<file path="src/inc/seeb_pkg.sv">
// constants, timing and state encoding for the serial eeprom bus slave
// assumes a single 10 MHz core clock shared by every module of the block
package seeb_pkg;
    localparam int          CLOCK_NS      = 100;
    localparam int          SPIKE_NS      = 50;
    // least filter time: round up, never below one cycle
    localparam int          FILT_RAW      = (SPIKE_NS + CLOCK_NS - 1) / CLOCK_NS;
    localparam int          FILT_CYCLES   = (FILT_RAW < 1) ? 1 : FILT_RAW;
    localparam int          TWC_MS        = 5;
    // longest time: round down
    localparam int          TWC_CYCLES    = (TWC_MS * 1000000) / CLOCK_NS;
    localparam logic [3:0]  DEV_CODE      = 4'hA;
    localparam int          PAGE_BYTES    = 16;
    localparam int          ARRAY_BYTES   = 256;
    localparam int          PROT_BIT      = 7;
    localparam int          LINE_SCL      = 0;
    localparam int          LINE_SDA      = 1;
    localparam logic [1:0]  LINE_RST      = 2'h3;
    localparam logic [7:0]  PTR_RST       = 8'h00;
    localparam logic [4:0]  COMMIT_LAST   = 5'h10;
    localparam logic [2:0]  BIT_LAST      = 3'h7;
    typedef enum logic [2:0] {
        S_IDLE,
        S_CTRL,
        S_ADDR,
        S_DATA,
        S_IGNORE,
        S_BUSY
    } seeb_state_t;
    typedef enum logic [1:0] {
        ACK_NONE,
        ACK_WAIT,
        ACK_DRIVE
    } seeb_ack_t;
endpackage

</file>
<file path="src/inc/seeb_mem_if.sv">
// write and registered-read port of a small byte memory
// assumes one clock; the controller drives, the memory answers
`timescale 1ns/1ps
`default_nettype none
interface seeb_mem_if #(parameter int AW = 4);
    logic          we;
    logic [AW-1:0] waddr;
    logic [7:0]    wdata;
    logic [AW-1:0] raddr;
    logic [7:0]    rdata;
    modport ctrl (output we, output waddr, output wdata, output raddr, input rdata);
    modport mem  (input we, input waddr, input wdata, input raddr, output rdata);
endinterface
`default_nettype wire

</file>
<file path="src/hdl/seeb_mem.sv">
// byte memory with one write port and a registered read port
// assumes address and data are stable on the clock edge
`timescale 1ns/1ps
`default_nettype none
module seeb_mem #(
    parameter int DEPTH = 16,
    parameter int AW    = 4
) (
    input  wire logic  i_clock,
    input  wire logic  i_rst,
    seeb_mem_if.mem    port
);
    import seeb_pkg::*;

    typedef struct packed {
        logic [DEPTH-1:0][7:0] cells;
        logic [7:0]            rdata;
    } seeb_mem_state_t;

    seeb_mem_state_t s;
    seeb_mem_state_t next_s;

    always_comb begin
        next_s = s;
        next_s.rdata = s.cells[port.raddr];
        if (port.we) begin
            next_s.cells[port.waddr] = port.wdata;
        end
    end

    // erased cells read as all ones
    always_ff @(posedge i_clock or posedge i_rst) begin
        if (i_rst) begin
            s <= '1;
        end else begin
            s <= next_s;
        end
    end

    assign port.rdata = s.rdata;
endmodule
`default_nettype wire

</file>
<file path="src/hdl/seeb_line_filter.sv">
// synchroniser and deglitch filter for both bus lines, plus bus events
// assumes raw pin levels; line outputs are registered levels, event outputs registered one-cycle pulses
`timescale 1ns/1ps
`default_nettype none
module seeb_line_filter (
    input  wire logic i_clock,
    input  wire logic i_rst,
    input  wire logic i_scl,
    input  wire logic i_sda,
    output var  logic o_scl,
    output var  logic o_sda,
    output var  logic o_start,
    output var  logic o_stop,
    output var  logic o_scl_rise,
    output var  logic o_scl_fall
);
    import seeb_pkg::*;

    typedef struct packed {
        logic [1:0]      sync1;
        logic [1:0]      sync2;
        logic [1:0][1:0] cnt;
        logic [1:0]      level;
        logic            start;
        logic            stop;
        logic            rise;
        logic            fall;
    } seeb_filt_t;

    seeb_filt_t s;
    seeb_filt_t next_s;

    always_comb begin
        next_s = s;
        next_s.sync1 = {i_sda, i_scl};
        next_s.sync2 = s.sync1;
        // spike rejection
        for (int i = 0; i < 2; i++) begin
            if (s.sync2[i] == s.level[i]) begin
                next_s.cnt[i] = 2'h0;
            end else if (s.cnt[i] == 2'(FILT_CYCLES)) begin
                next_s.level[i] = s.sync2[i];
                next_s.cnt[i]   = 2'h0;
            end else begin
                next_s.cnt[i] = 2'(s.cnt[i] + 2'h1);
            end
        end
        // start detect
        next_s.start = s.level[LINE_SCL] & next_s.level[LINE_SCL]
                     & s.level[LINE_SDA] & ~next_s.level[LINE_SDA];
        // stop detect
        next_s.stop  = s.level[LINE_SCL] & next_s.level[LINE_SCL]
                     & ~s.level[LINE_SDA] & next_s.level[LINE_SDA];
        next_s.rise  = ~s.level[LINE_SCL] & next_s.level[LINE_SCL];
        next_s.fall  = s.level[LINE_SCL] & ~next_s.level[LINE_SCL];
    end

    always_ff @(posedge i_clock or posedge i_rst) begin
        if (i_rst) begin
            s       <= '0;
            s.sync1 <= LINE_RST;
            s.sync2 <= LINE_RST;
            s.level <= LINE_RST;
        end else begin
            s <= next_s;
        end
    end

    assign o_scl      = s.level[LINE_SCL];
    assign o_sda      = s.level[LINE_SDA];
    assign o_start    = s.start;
    assign o_stop     = s.stop;
    assign o_scl_rise = s.rise;
    assign o_scl_fall = s.fall;
endmodule
`default_nettype wire

</file>
<file path="src/hdl/seeb_slave.sv">
// two-wire bus slave front end of a 256-byte eeprom with page write
// assumes an external pull-up on the data line and a master driving the clock
// Operation
// select only when address bits of control byte equal strap pins
// write-protect high blocks writes to upper half; low allows all
// data falling while clock high is a start; commands begin with it
// data rising while clock high is a stop; operations end with it
// one bit per clock pulse, sampled on the clock high phase
// bus idle when both lines high; transfers start only then
// addressed receiver pulls data low through ninth clock high phase
// master gives a ninth clock pulse per byte for acknowledge
// no acknowledge at all while an internal programming cycle runs
// master ends a read with no acknowledge; slave releases data line
// control byte: four-bit device code, three select bits, direction bit
// direction bit one means read, zero means write
// acknowledge control byte only when code and select bits match
// write: byte after control loads pointer, acked; data bytes acked
// stop after write data starts write cycle; bus ignored until done
// protected writes still acked and timed, but memory unchanged
// up to fifteen more bytes held in page buffer, committed after stop
// each data byte increments only the low four pointer bits
// more than sixteen bytes wrap in page; last sixteen kept
// host avoids page writes crossing a page boundary
// select bits extend address; no sequential access into other devices
// internal write cycle lasts at most five milliseconds
// data line only pulled low or released, never driven high
// both lines synchronised and deglitched before edge detection
// start or stop mid-byte abandons it; partial bytes never buffered
`timescale 1ns/1ps
`default_nettype none
module seeb_slave #(
    parameter int TWC_CYCLES_P = seeb_pkg::TWC_CYCLES
) (
    input  wire logic       i_clock,
    input  wire logic       i_rst,
    input  wire logic       i_scl,
    input  wire logic       i_sda,
    output var  logic       o_sda_out,
    output var  logic       o_sda_oe,
    input  wire logic       i_chip_select_pin_0,
    input  wire logic       i_chip_select_pin_1,
    input  wire logic       i_chip_select_pin_2,
    input  wire logic       i_write_protect,
    input  wire logic [7:0] i_peek_addr,
    output var  logic [7:0] o_peek_data,
    output var  logic       o_busy,
    output var  logic [7:0] o_addr_ptr
);
    import seeb_pkg::*;

    typedef struct packed {
        seeb_state_t state;
        seeb_ack_t   ack_stage;
        logic [7:0]  shreg;
        logic [2:0]  bitcnt;
        logic        ack_now;
        logic        sda_oe;
        logic        sda_out;
        logic [7:0]  ptr;
        logic [15:0] valid;
        logic        have_data;
        logic        wp_hold;
        logic [15:0] timer;
        logic [4:0]  commit_cnt;
        logic        busy;
    } seeb_slave_t;

    seeb_slave_t s;
    seeb_slave_t next_s;

    logic f_sda;
    logic f_start;
    logic f_stop;
    logic f_rise;
    logic f_fall;

    seeb_mem_if #(.AW(4)) pbuf ();
    seeb_mem_if #(.AW(8)) arr ();

    seeb_line_filter u_filter (
        .i_clock    (i_clock),
        .i_rst      (i_rst),
        .i_scl      (i_scl),
        .i_sda      (i_sda),
        .o_scl      (),
        .o_sda      (f_sda),
        .o_start    (f_start),
        .o_stop     (f_stop),
        .o_scl_rise (f_rise),
        .o_scl_fall (f_fall)
    );

    seeb_mem #(.DEPTH(PAGE_BYTES), .AW(4)) u_page_buf (
        .i_clock (i_clock),
        .i_rst   (i_rst),
        .port    (pbuf.mem)
    );

    seeb_mem #(.DEPTH(ARRAY_BYTES), .AW(8)) u_array (
        .i_clock (i_clock),
        .i_rst   (i_rst),
        .port    (arr.mem)
    );

    logic [7:0] shifted;
    logic [2:0] pins;
    logic       match;
    logic [3:0] commit_idx;
    logic       commit_ok;

    always_comb begin
        next_s     = s;
        // sample on clock rise
        shifted    = {s.shreg[6:0], f_sda};
        pins       = {i_chip_select_pin_2, i_chip_select_pin_1, i_chip_select_pin_0};
        // control byte layout
        // strap compare
        match      = (shifted[7:4] == DEV_CODE) && (shifted[3:1] == pins);
        commit_idx = 4'(s.commit_cnt - 5'h01);
        // upper half protected when write-protect is high
        commit_ok  = s.valid[commit_idx] && !(s.wp_hold && s.ptr[PROT_BIT]);

        pbuf.we    = 1'b0;
        pbuf.waddr = s.ptr[3:0];
        pbuf.wdata = shifted;
        pbuf.raddr = s.commit_cnt[3:0];
        arr.we     = 1'b0;
        // commit never leaves this device's page
        arr.waddr  = {s.ptr[7:4], commit_idx};
        arr.wdata  = pbuf.rdata;
        arr.raddr  = i_peek_addr;

        if (s.state == S_BUSY) begin
            // bus ignored, line stays released while busy
            next_s.sda_oe = 1'b0;
            // buffer read data lag one cycle behind the read address
            if (s.commit_cnt != 5'h00 && s.commit_cnt <= COMMIT_LAST) begin
                // protected bytes skipped, cycle still timed
                arr.we = commit_ok;
            end
            if (s.commit_cnt <= COMMIT_LAST) begin
                next_s.commit_cnt = 5'(s.commit_cnt + 5'h01);
            end
            // write cycle length
            if (s.timer == 16'(TWC_CYCLES_P - 1)) begin
                next_s.state = S_IDLE;
                next_s.busy  = 1'b0;
                next_s.timer = 16'h0000;
            end else begin
                next_s.timer = 16'(s.timer + 16'h0001);
            end
        end else if (f_start) begin
            // start (also repeated start) opens a control byte
            // partial byte dropped
            next_s.state     = S_CTRL;
            next_s.bitcnt    = 3'h0;
            next_s.ack_stage = ACK_NONE;
            next_s.sda_oe    = 1'b0;
        end else if (f_stop) begin
            // stop ends the operation
            // partial byte dropped
            next_s.bitcnt    = 3'h0;
            next_s.ack_stage = ACK_NONE;
            next_s.sda_oe    = 1'b0;
            // stop after data launches the write cycle
            if (s.state == S_DATA && s.have_data) begin
                next_s.state      = S_BUSY;
                next_s.busy       = 1'b1;
                next_s.timer      = 16'h0000;
                next_s.commit_cnt = 5'h00;
                next_s.wp_hold    = i_write_protect;
            end else begin
                // back to idle; only a start leaves it
                next_s.state = S_IDLE;
            end
        end else if (s.state != S_IDLE) begin
            if (f_rise && s.ack_stage == ACK_NONE) begin
                next_s.shreg  = shifted;
                next_s.bitcnt = 3'(s.bitcnt + 3'h1);
                if (s.bitcnt == BIT_LAST) begin
                    next_s.ack_stage = ACK_WAIT;
                    unique case (s.state)
                        S_CTRL: begin
                            // acknowledge only on full match
                            next_s.ack_now   = match;
                            next_s.valid     = 16'h0000;
                            next_s.have_data = 1'b0;
                            // direction bit; reads are not served here
                            // read path keeps the line released
                            if (match && !shifted[0]) begin
                                next_s.state = S_ADDR;
                            end else begin
                                next_s.state = S_IGNORE;
                            end
                        end
                        S_ADDR: begin
                            // word address loads the pointer
                            next_s.ptr     = shifted;
                            next_s.ack_now = 1'b1;
                            next_s.state   = S_DATA;
                        end
                        S_DATA: begin
                            // byte held in page buffer
                            // wrapped slots overwrite older bytes
                            pbuf.we                 = 1'b1;
                            next_s.valid[s.ptr[3:0]] = 1'b1;
                            next_s.have_data        = 1'b1;
                            // only low nibble advances
                            next_s.ptr[3:0]         = 4'(s.ptr[3:0] + 4'h1);
                            // data byte acknowledged
                            next_s.ack_now          = 1'b1;
                        end
                        S_IGNORE: begin
                            next_s.ack_now = 1'b0;
                        end
                        default: begin
                            next_s.ack_now = 1'b0;
                        end
                    endcase
                end
            end else if (f_fall && s.ack_stage == ACK_WAIT) begin
                // hold low across the ninth clock high phase
                // ninth pulse carries the acknowledge
                next_s.ack_stage = ACK_DRIVE;
                next_s.sda_oe    = s.ack_now;
            end else if (f_fall && s.ack_stage == ACK_DRIVE) begin
                next_s.ack_stage = ACK_NONE;
                next_s.sda_oe    = 1'b0;
            end
        end
    end

    always_ff @(posedge i_clock or posedge i_rst) begin
        if (i_rst) begin
            s     <= '0;
            s.ptr <= PTR_RST;
        end else begin
            s <= next_s;
        end
    end

    // open drain: the driven level is always low
    assign o_sda_out   = s.sda_out;
    assign o_sda_oe    = s.sda_oe;
    assign o_busy      = s.busy;
    assign o_addr_ptr  = s.ptr;
    assign o_peek_data = arr.rdata;
endmodule
`default_nettype wire

</file>
<file path="config.mk">
export PLATFORM = sky130hd
export DESIGN_NAME = seeb_slave
export DESIGN_NICKNAME = d
export VERILOG_FILES = /design/src/inc/seeb_pkg.sv /design/src/inc/seeb_mem_if.sv /design/src/hdl/seeb_mem.sv /design/src/hdl/seeb_line_filter.sv /design/src/hdl/seeb_slave.sv
export SDC_FILE = /design/constraint.sdc
export NUM_CORES = 2
export LEC_CHECK = 0
export BUFFER_PORTS_ARGS = -buffer_cell sky130_fd_sc_hd__buf_2
export CAP_MARGIN = 20
export CORE_MARGIN = 5
export CORE_UTILIZATION = 60
export DETAILED_ROUTE_END_ITERATION = 7
export GPL_TIMING_DRIVEN = 0
export PLACE_DENSITY = 0.76
export SLEW_MARGIN = 20
export SYNTH_ARGS = -nofsm -noshare
export SYNTH_HDL_FRONTEND = slang
export SYNTH_SLANG_ARGS = --single-unit
</file>
<file path="constraint.sdc">
create_clock -name i_clock -period 176.5 [get_ports i_clock]
set_clock_uncertainty 0.2 [all_clocks]
set_input_delay 35.3 -clock i_clock [delete_from_list [all_inputs] [get_ports i_clock]]
set_output_delay 35.3 -clock i_clock [all_outputs]
set_load 0.1 [all_outputs]
</file>
=== After elaboration in Yosys (flattened, before gate mapping) ===
Cells that the tools add are included.

* Flip-flop bits (word level): 2272
* Bits in latches: 0
* Memory bits (writable): 0
* Memory bits (read-only): 0
* Bits of input ports: 16
* Output and inout bits: 19
* Logic and storage cells: 452
* Memories: 0

* Add/subtract/negate cells: 7
* Multipliers: 0
* Divide/modulo/power cells: 0
* Order comparisons: 8
* Eq/ne operators: 19
* Shift-type cells: 0
* Multiplexer cells: 64
* Bitwise operators: 15
* Reductions and logical operators: 42

{| class="wikitable"
|+ Operators by type and width
! kind !! count
|-
| bitwise mux 2048 bit || 1
|-
| bitwise mux 128 bit || 1
|-
| 2-to-1 mux 22 bit || 4
|-
| binary-select mux 8 bit (select 8 bit) || 1
|-
| demux 8 bit (select 8 bit) || 1
|-
| one-hot mux 17 bit (2 select lines) || 1
|-
| binary-select mux 8 bit (select 4 bit) || 1
|-
| demux 8 bit (select 4 bit) || 1
|-
| 2-to-1 mux 8 bit || 4
|-
| 2-to-1 mux 1 bit || 23
|-
| 2-to-1 mux 3 bit || 7
|-
| AND reduction 7 bit || 3
|-
| 2-to-1 mux 5 bit || 4
|-
| nonzero test 5 bit || 4
|-
| less-than comparator 8 x 9 -> 1 bit (second input constant) || 2
|-
| 2-to-1 mux 18 bit || 1
|-
| adder 16 x 1 -> 16 bit (second input constant) || 1
|-
| equality test 16 bit (second input constant) || 1
|-
| 2-to-1 mux 16 bit || 1
|-
| bitwise OR 16 bit || 1
|-
| AND reduction 4 bit || 4
|-
| less-than comparator 4 x 5 -> 1 bit (second input constant) || 3
|-
| 2-to-1 mux 2 bit || 7
|-
| 2-to-1 mux 12 bit || 1
|-
| 37 further kinds || 77
|}

=== Logic depth before layout (Yosys ltp) ===
* Depth after elaboration: 11
* Depth in mapped cells: 14
* Depth with buffers taken out: 9

=== Hierarchy ===
Synthesis repeated with hierarchy kept, for this count alone.

* Cell total of the unflattened synthesis: 6914
* Area, all modules: 106698.6 sq um

{| class="wikitable"
|+ By module, submodules not included
! module !! times used !! cells each !! area each (sq um) !! seq. area each (sq um)
|-
| seeb_mem (u_array) || 1 || 6130 || 96239.8 || 54021.8
|-
| seeb_mem (u_page_buf) || 1 || 385 || 6313.6 || 3573.4
|-
| seeb_slave || 1 || 366 || 3659.8 || 1626.6
|-
| seeb_line_filter || 1 || 33 || 485.5 || 357.8
|}

=== Least setup slack after synthesis ===
Ideal clock, no wire load.

* Kind: input-to-reg
* From: input port i_peek_addr[0]
* To: register u_array.s, in the netlist u_array.port.rdata[5]
* Setup time: 78 ps
* Data arrival time: 37453 ps
* Data required time: 176222 ps
* Setup slack: 138769 ps
* Stages: 9
* Buffers on the path: 5
* Path through: buf_4 -> buf_4 -> buf_4 -> buf_2 -> buf_4 -> mux4_2 -> a221oi_1 -> o211ai_1 -> and3_1

{| class="wikitable"
|+ RTL lines
! item !! RTL line !! RTL
|-
| start: declaration || seeb_slave.sv:44 || <nowiki>input wire logic [7:0] i_peek_addr,</nowiki>
|-
| end signal: assignment || seeb_mem.sv:36 || <nowiki>s <= next_s;</nowiki>
|-
| end: declaration || seeb_mem.sv:20 || <nowiki>seeb_mem_state_t s;</nowiki>
|}

==> flow_metrics.py <==
metrics = {
    "drt": {
        "avgRoutedWirePerCell_um": 39.0,
        "vias": 69000,
        "drt_wl_total_mm": 380,
        "antenna_left": 0,
        "via_per_inst": 7.08,
        "first_iter_violations": 8616,
        "dr.pass1.iters": 8,
        "drc": 0,
    },
    "clock_network": {
        "cts.sinks": 2271,
        "clockBufferDepth": 3,
        "cts_tree": "done",
        "h-tree-depth": 4,
        "root_buffer": "clkbuf_16",
        "postCtsHoldBufs": 0,
        "postCtsSetupBuffers": 0,
        "cts_resized": 0,
        "numCtsBuffers": 228,
        "clk_pin_slew_worst_paths_ns": 0.06,
        "clk_latency_ns": 0.89,
    },
    "yosys": {
        "synthFlopType": "dfstp_2",
        "netlist_instances": 6838,
        "netlist_area_um2": 107000,
        "ys_ff_latch": 2271,
        "yosysUniqueCellTypes": 78,
        "syn-num-nets": 6867,
        "synth.yosys.seq_area_share_pct": 55.6,
        "async_reset_ff_share_pct": 100,
        "synth-edff-count": 0,
        "yosysWarningCount": 0,
        "avgSynthCellArea_um2": 15.7,
    },
    "timing": {
        "slew_headroom_pct": 10.1,
        "finalSetupViolations": 0,
        "fmax_ghz": 0.0247,
        "finalSetupTns_ns": 0,
        "rsz0062_at_grt": "no",
        "period_minus_slack_ns": 40.53,
        "fin_crit_sh_pct": 23.0,
        "setup_ws_ns": 135.97,
        "drv_slew": 0,
        "tightestPinTransition_ns": 1.34,
        "hold_violations": 0,
    },
    "layout": {
        "multi_input_area_um2": 45200,
        "postLayoutCellArea_um2": 120000,
        "final_nets": 7186,
        "layout-drive-gt1-share_pct": 78.3,
        "area_growth_pct": 11.9,
        "fin_cells": 9746,
        "regArea_um2": 59600,
        "fill_cells": 12200,
    },
    "critical_path": {
        "r2r_end": "u_array.s[1855]$_DFFE_PP1P_",
        "cp_data_required_time_ns": 177.00,
        "rrSetupSlack_ns": 170.31,
        "start_kind": "primary input",
        "critPathMaxFanout": 10,
        "cp-endpoint": "u_array.port.rdata[3]$_DFF_PP1_",
        "r2r_start": "pbuf.raddr[0]$_DFFE_PP0P_",
        "criticalPathCategory": "in -> reg",
        "worst_setup_path_end_kind": "flop",
        "arrival_ns": 41.03,
        "worst-r2r-cell-count": 10,
        "crit_start": "i_peek_addr[3]",
    },
    "pwr": {
        "p_comb_share_pct": 8.5,
        "leakage_nw": 47.8,
        "power.density_nw_per_um2": 9.54,
        "power_frac_seq_pct": 46.2,
        "switchingPower_mw": 0.293,
        "p_sw_share_pct": 25.7,
        "clockPowerShare_pct": 45.3,
        "ir_drop_mv": 0.00999,
        "intPower_mw": 0.850,
    },
    "global_routing": {
        "grt_pass1_vias": 69700,
        "grtUsageTotal_pct": 40.6,
        "grt_pass1_wl_mm": 531,
        "grt_overflow": 0,
        "antenna_found_initial": 36,
        "grt_max_degree": 117,
    },
    "placement": {
        "dp_slack_ns": 135.67,
        "dp_cells": 9280,
        "io_buffers": 31,
        "place_hpwl_mm": 266,
        "place_area_um2": 112000,
        "routabilityCongestion": 1.05,
    },
    "floorplanning": {
        "die_h_um": 432,
        "die_area_um2": 187000,
        "rows": 155,
        "die_w_um": 432,
        "initial_core_util_pct": 60.2,
        "core_um2": 178000,
        "io_pins": 35,
    },
    "status": {
        "run_status": "finished, final reports clean",
    },
    "hold_path": {
        "hold_class": "reg -> reg",
    },
    "flow_run": {
        "maxCapViolations": 0,
    },
}
cell type report:
type,count,share of cell area [%]
repair buffers,89,1.31
diodes,34,0.0710
flip-flops and latches,2271,49.7
inverters,19,0.0658
clock inverters,109,1.17
plain buffers,514,1.98
well taps,2355,2.46
clock buffers,321,5.49
multi-input cells,4034,37.7
per-layer routing:
layer | track usage, % | up-vias | routed length, um
met5 | 1.35 | - | 576
met3 | 17.8 | 1375 | 50500
met4 | 29.6 | 20 | 34700
li1 | - | 26200 | -
met2 | 55.1 | 4586 | 156000
met1 | 51.4 | 36800 | 138000
cells by family after synthesis:
group	count (synthesis)	share of synthesized area [%]
xor gates and xnor gates	16	0.138
AOI/OAI and AO/OA	531	3.43
buffers and inverters	533	2.20
DFF	2271	55.6
other	1	0.00350
muxes	2829	35.0
and+or+nand+nor	644	3.42
adders and majority gates	13	0.152
sequential cells by signal, indices dropped and copies added (netlist names), 2 cells and up:
name	cells
s	44
pbuf.wdata	7
u_page_buf.port.rdata	8
o_addr_ptr	8
pbuf.raddr	4
u_filter.s	6
u_array.port.rdata	8
u_filter.next_s	2
u_array.s	2048
u_page_buf.s	128
per-stage QoR:
stage               total power [mW]  hold WS [ns]  utilization, %
floorplan                      0.582         0.145               -
global placement               0.618         0.148            61.9
detailed placement             0.629         0.150            62.7
CTS                             1.14         0.161            67.2
global route                    1.17         0.164            67.3
finish                          1.14         0.158            67.3
placed cells by master (no fill, tap or decap), drive strengths merged, types with 10 or more instances in the layout:
| cell type | n |
|---|---|
| mux2i | 162 |
| a22oi | 169 |
| buf | 258 |
| nand3 | 33 |
| nor2 | 232 |
| and3 | 14 |
| nor3 | 23 |
| a31oi | 10 |
| o22ai | 34 |
| and2 | 14 |
| nor2b | 18 |
| a211oi | 17 |
| xnor2 | 10 |
| a221oi | 17 |
| o21ai | 57 |
| clkinv | 71 |
| a22o | 37 |
| o221ai | 32 |
| ha | 13 |
| dfrtp | 73 |
| mux4 | 467 |
| nor4 | 24 |
| nand2b | 15 |
| clkbuf | 666 |
| a21oi | 111 |
| dfstp | 2198 |
| inv | 25 |
| mux2 | 2200 |
| bufinv | 27 |
| nand2 | 228 |
| diode | 34 |
worst max-delay path, cell delays in order:
cell and delay, ns:
buf_2 0.16, clkbuf_1 0.62, clkbuf_1 0.96, buf_1 0.88, nand2_1 0.70, o22ai_1 0.44, a2111oi_0 0.12, a211oi_1 0.63
o31ai_1 0.30, nor4_1 0.85
Yosys cell counts, drive strengths merged, types with 15 or more instances:
library cell | number | area [um2]
mux4 | 467 | 10500
o22ai | 34 | 213
buf | 169 | 995
clkbuf | 345 | 1290
inv | 18 | 67.6
dfrtp | 73 | 1830
nand2 | 228 | 1290
a22oi | 169 | 1270
nor4 | 24 | 150
nor2 | 232 | 1240
a221oi | 17 | 149
mux2 | 2200 | 25400
nor2b | 18 | 113
a22o | 37 | 324
o221ai | 32 | 280
o21ai | 57 | 285
mux2i | 162 | 1620
nor3 | 23 | 125
a211oi | 17 | 128
nand2b | 15 | 93.8
dfstp | 2198 | 57800
nand3 | 33 | 165
a21oi | 111 | 567
power by group through the flow:
stage          Sequential (mW)  Clock, mW  Combinational, mW
2_1_floorplan            0.531          0             0.0510
3_3_place_gp             0.529          0             0.0882
3_5_place_dp             0.536          0             0.0932
4_1_cts                  0.528      0.518             0.0936
5_1_grt                  0.529      0.539             0.0996
6_report                 0.528      0.517             0.0971
how the worst min path moves through the flow:
| stage | slack, ns | endpoint | cells past startpoint | from |
|---|---|---|---|---|
| 2_1_floorplan | 0.15 | u_filter.s[10]$_DFF_PP1_ | 0 | u_filter.next_s[10]$_DFF_PP1_ |
| 3_3_place_gp | 0.15 | u_filter.s[10]$_DFF_PP1_ | 0 | u_filter.next_s[10]$_DFF_PP1_ |
| 3_5_place_dp | 0.15 | u_filter.s[10]$_DFF_PP1_ | 0 | u_filter.next_s[10]$_DFF_PP1_ |
| 4_1_cts | 0.16 | u_filter.s[11]$_DFF_PP1_ | 0 | u_filter.next_s[11]$_DFF_PP1_ |
| 5_1_grt | 0.16 | u_filter.s[10]$_DFF_PP1_ | 0 | u_filter.next_s[10]$_DFF_PP1_ |
| 6_report | 0.16 | u_filter.s[11]$_DFF_PP1_ | 0 | u_filter.next_s[11]$_DFF_PP1_ |
Power figures use the tool's default switching activity.
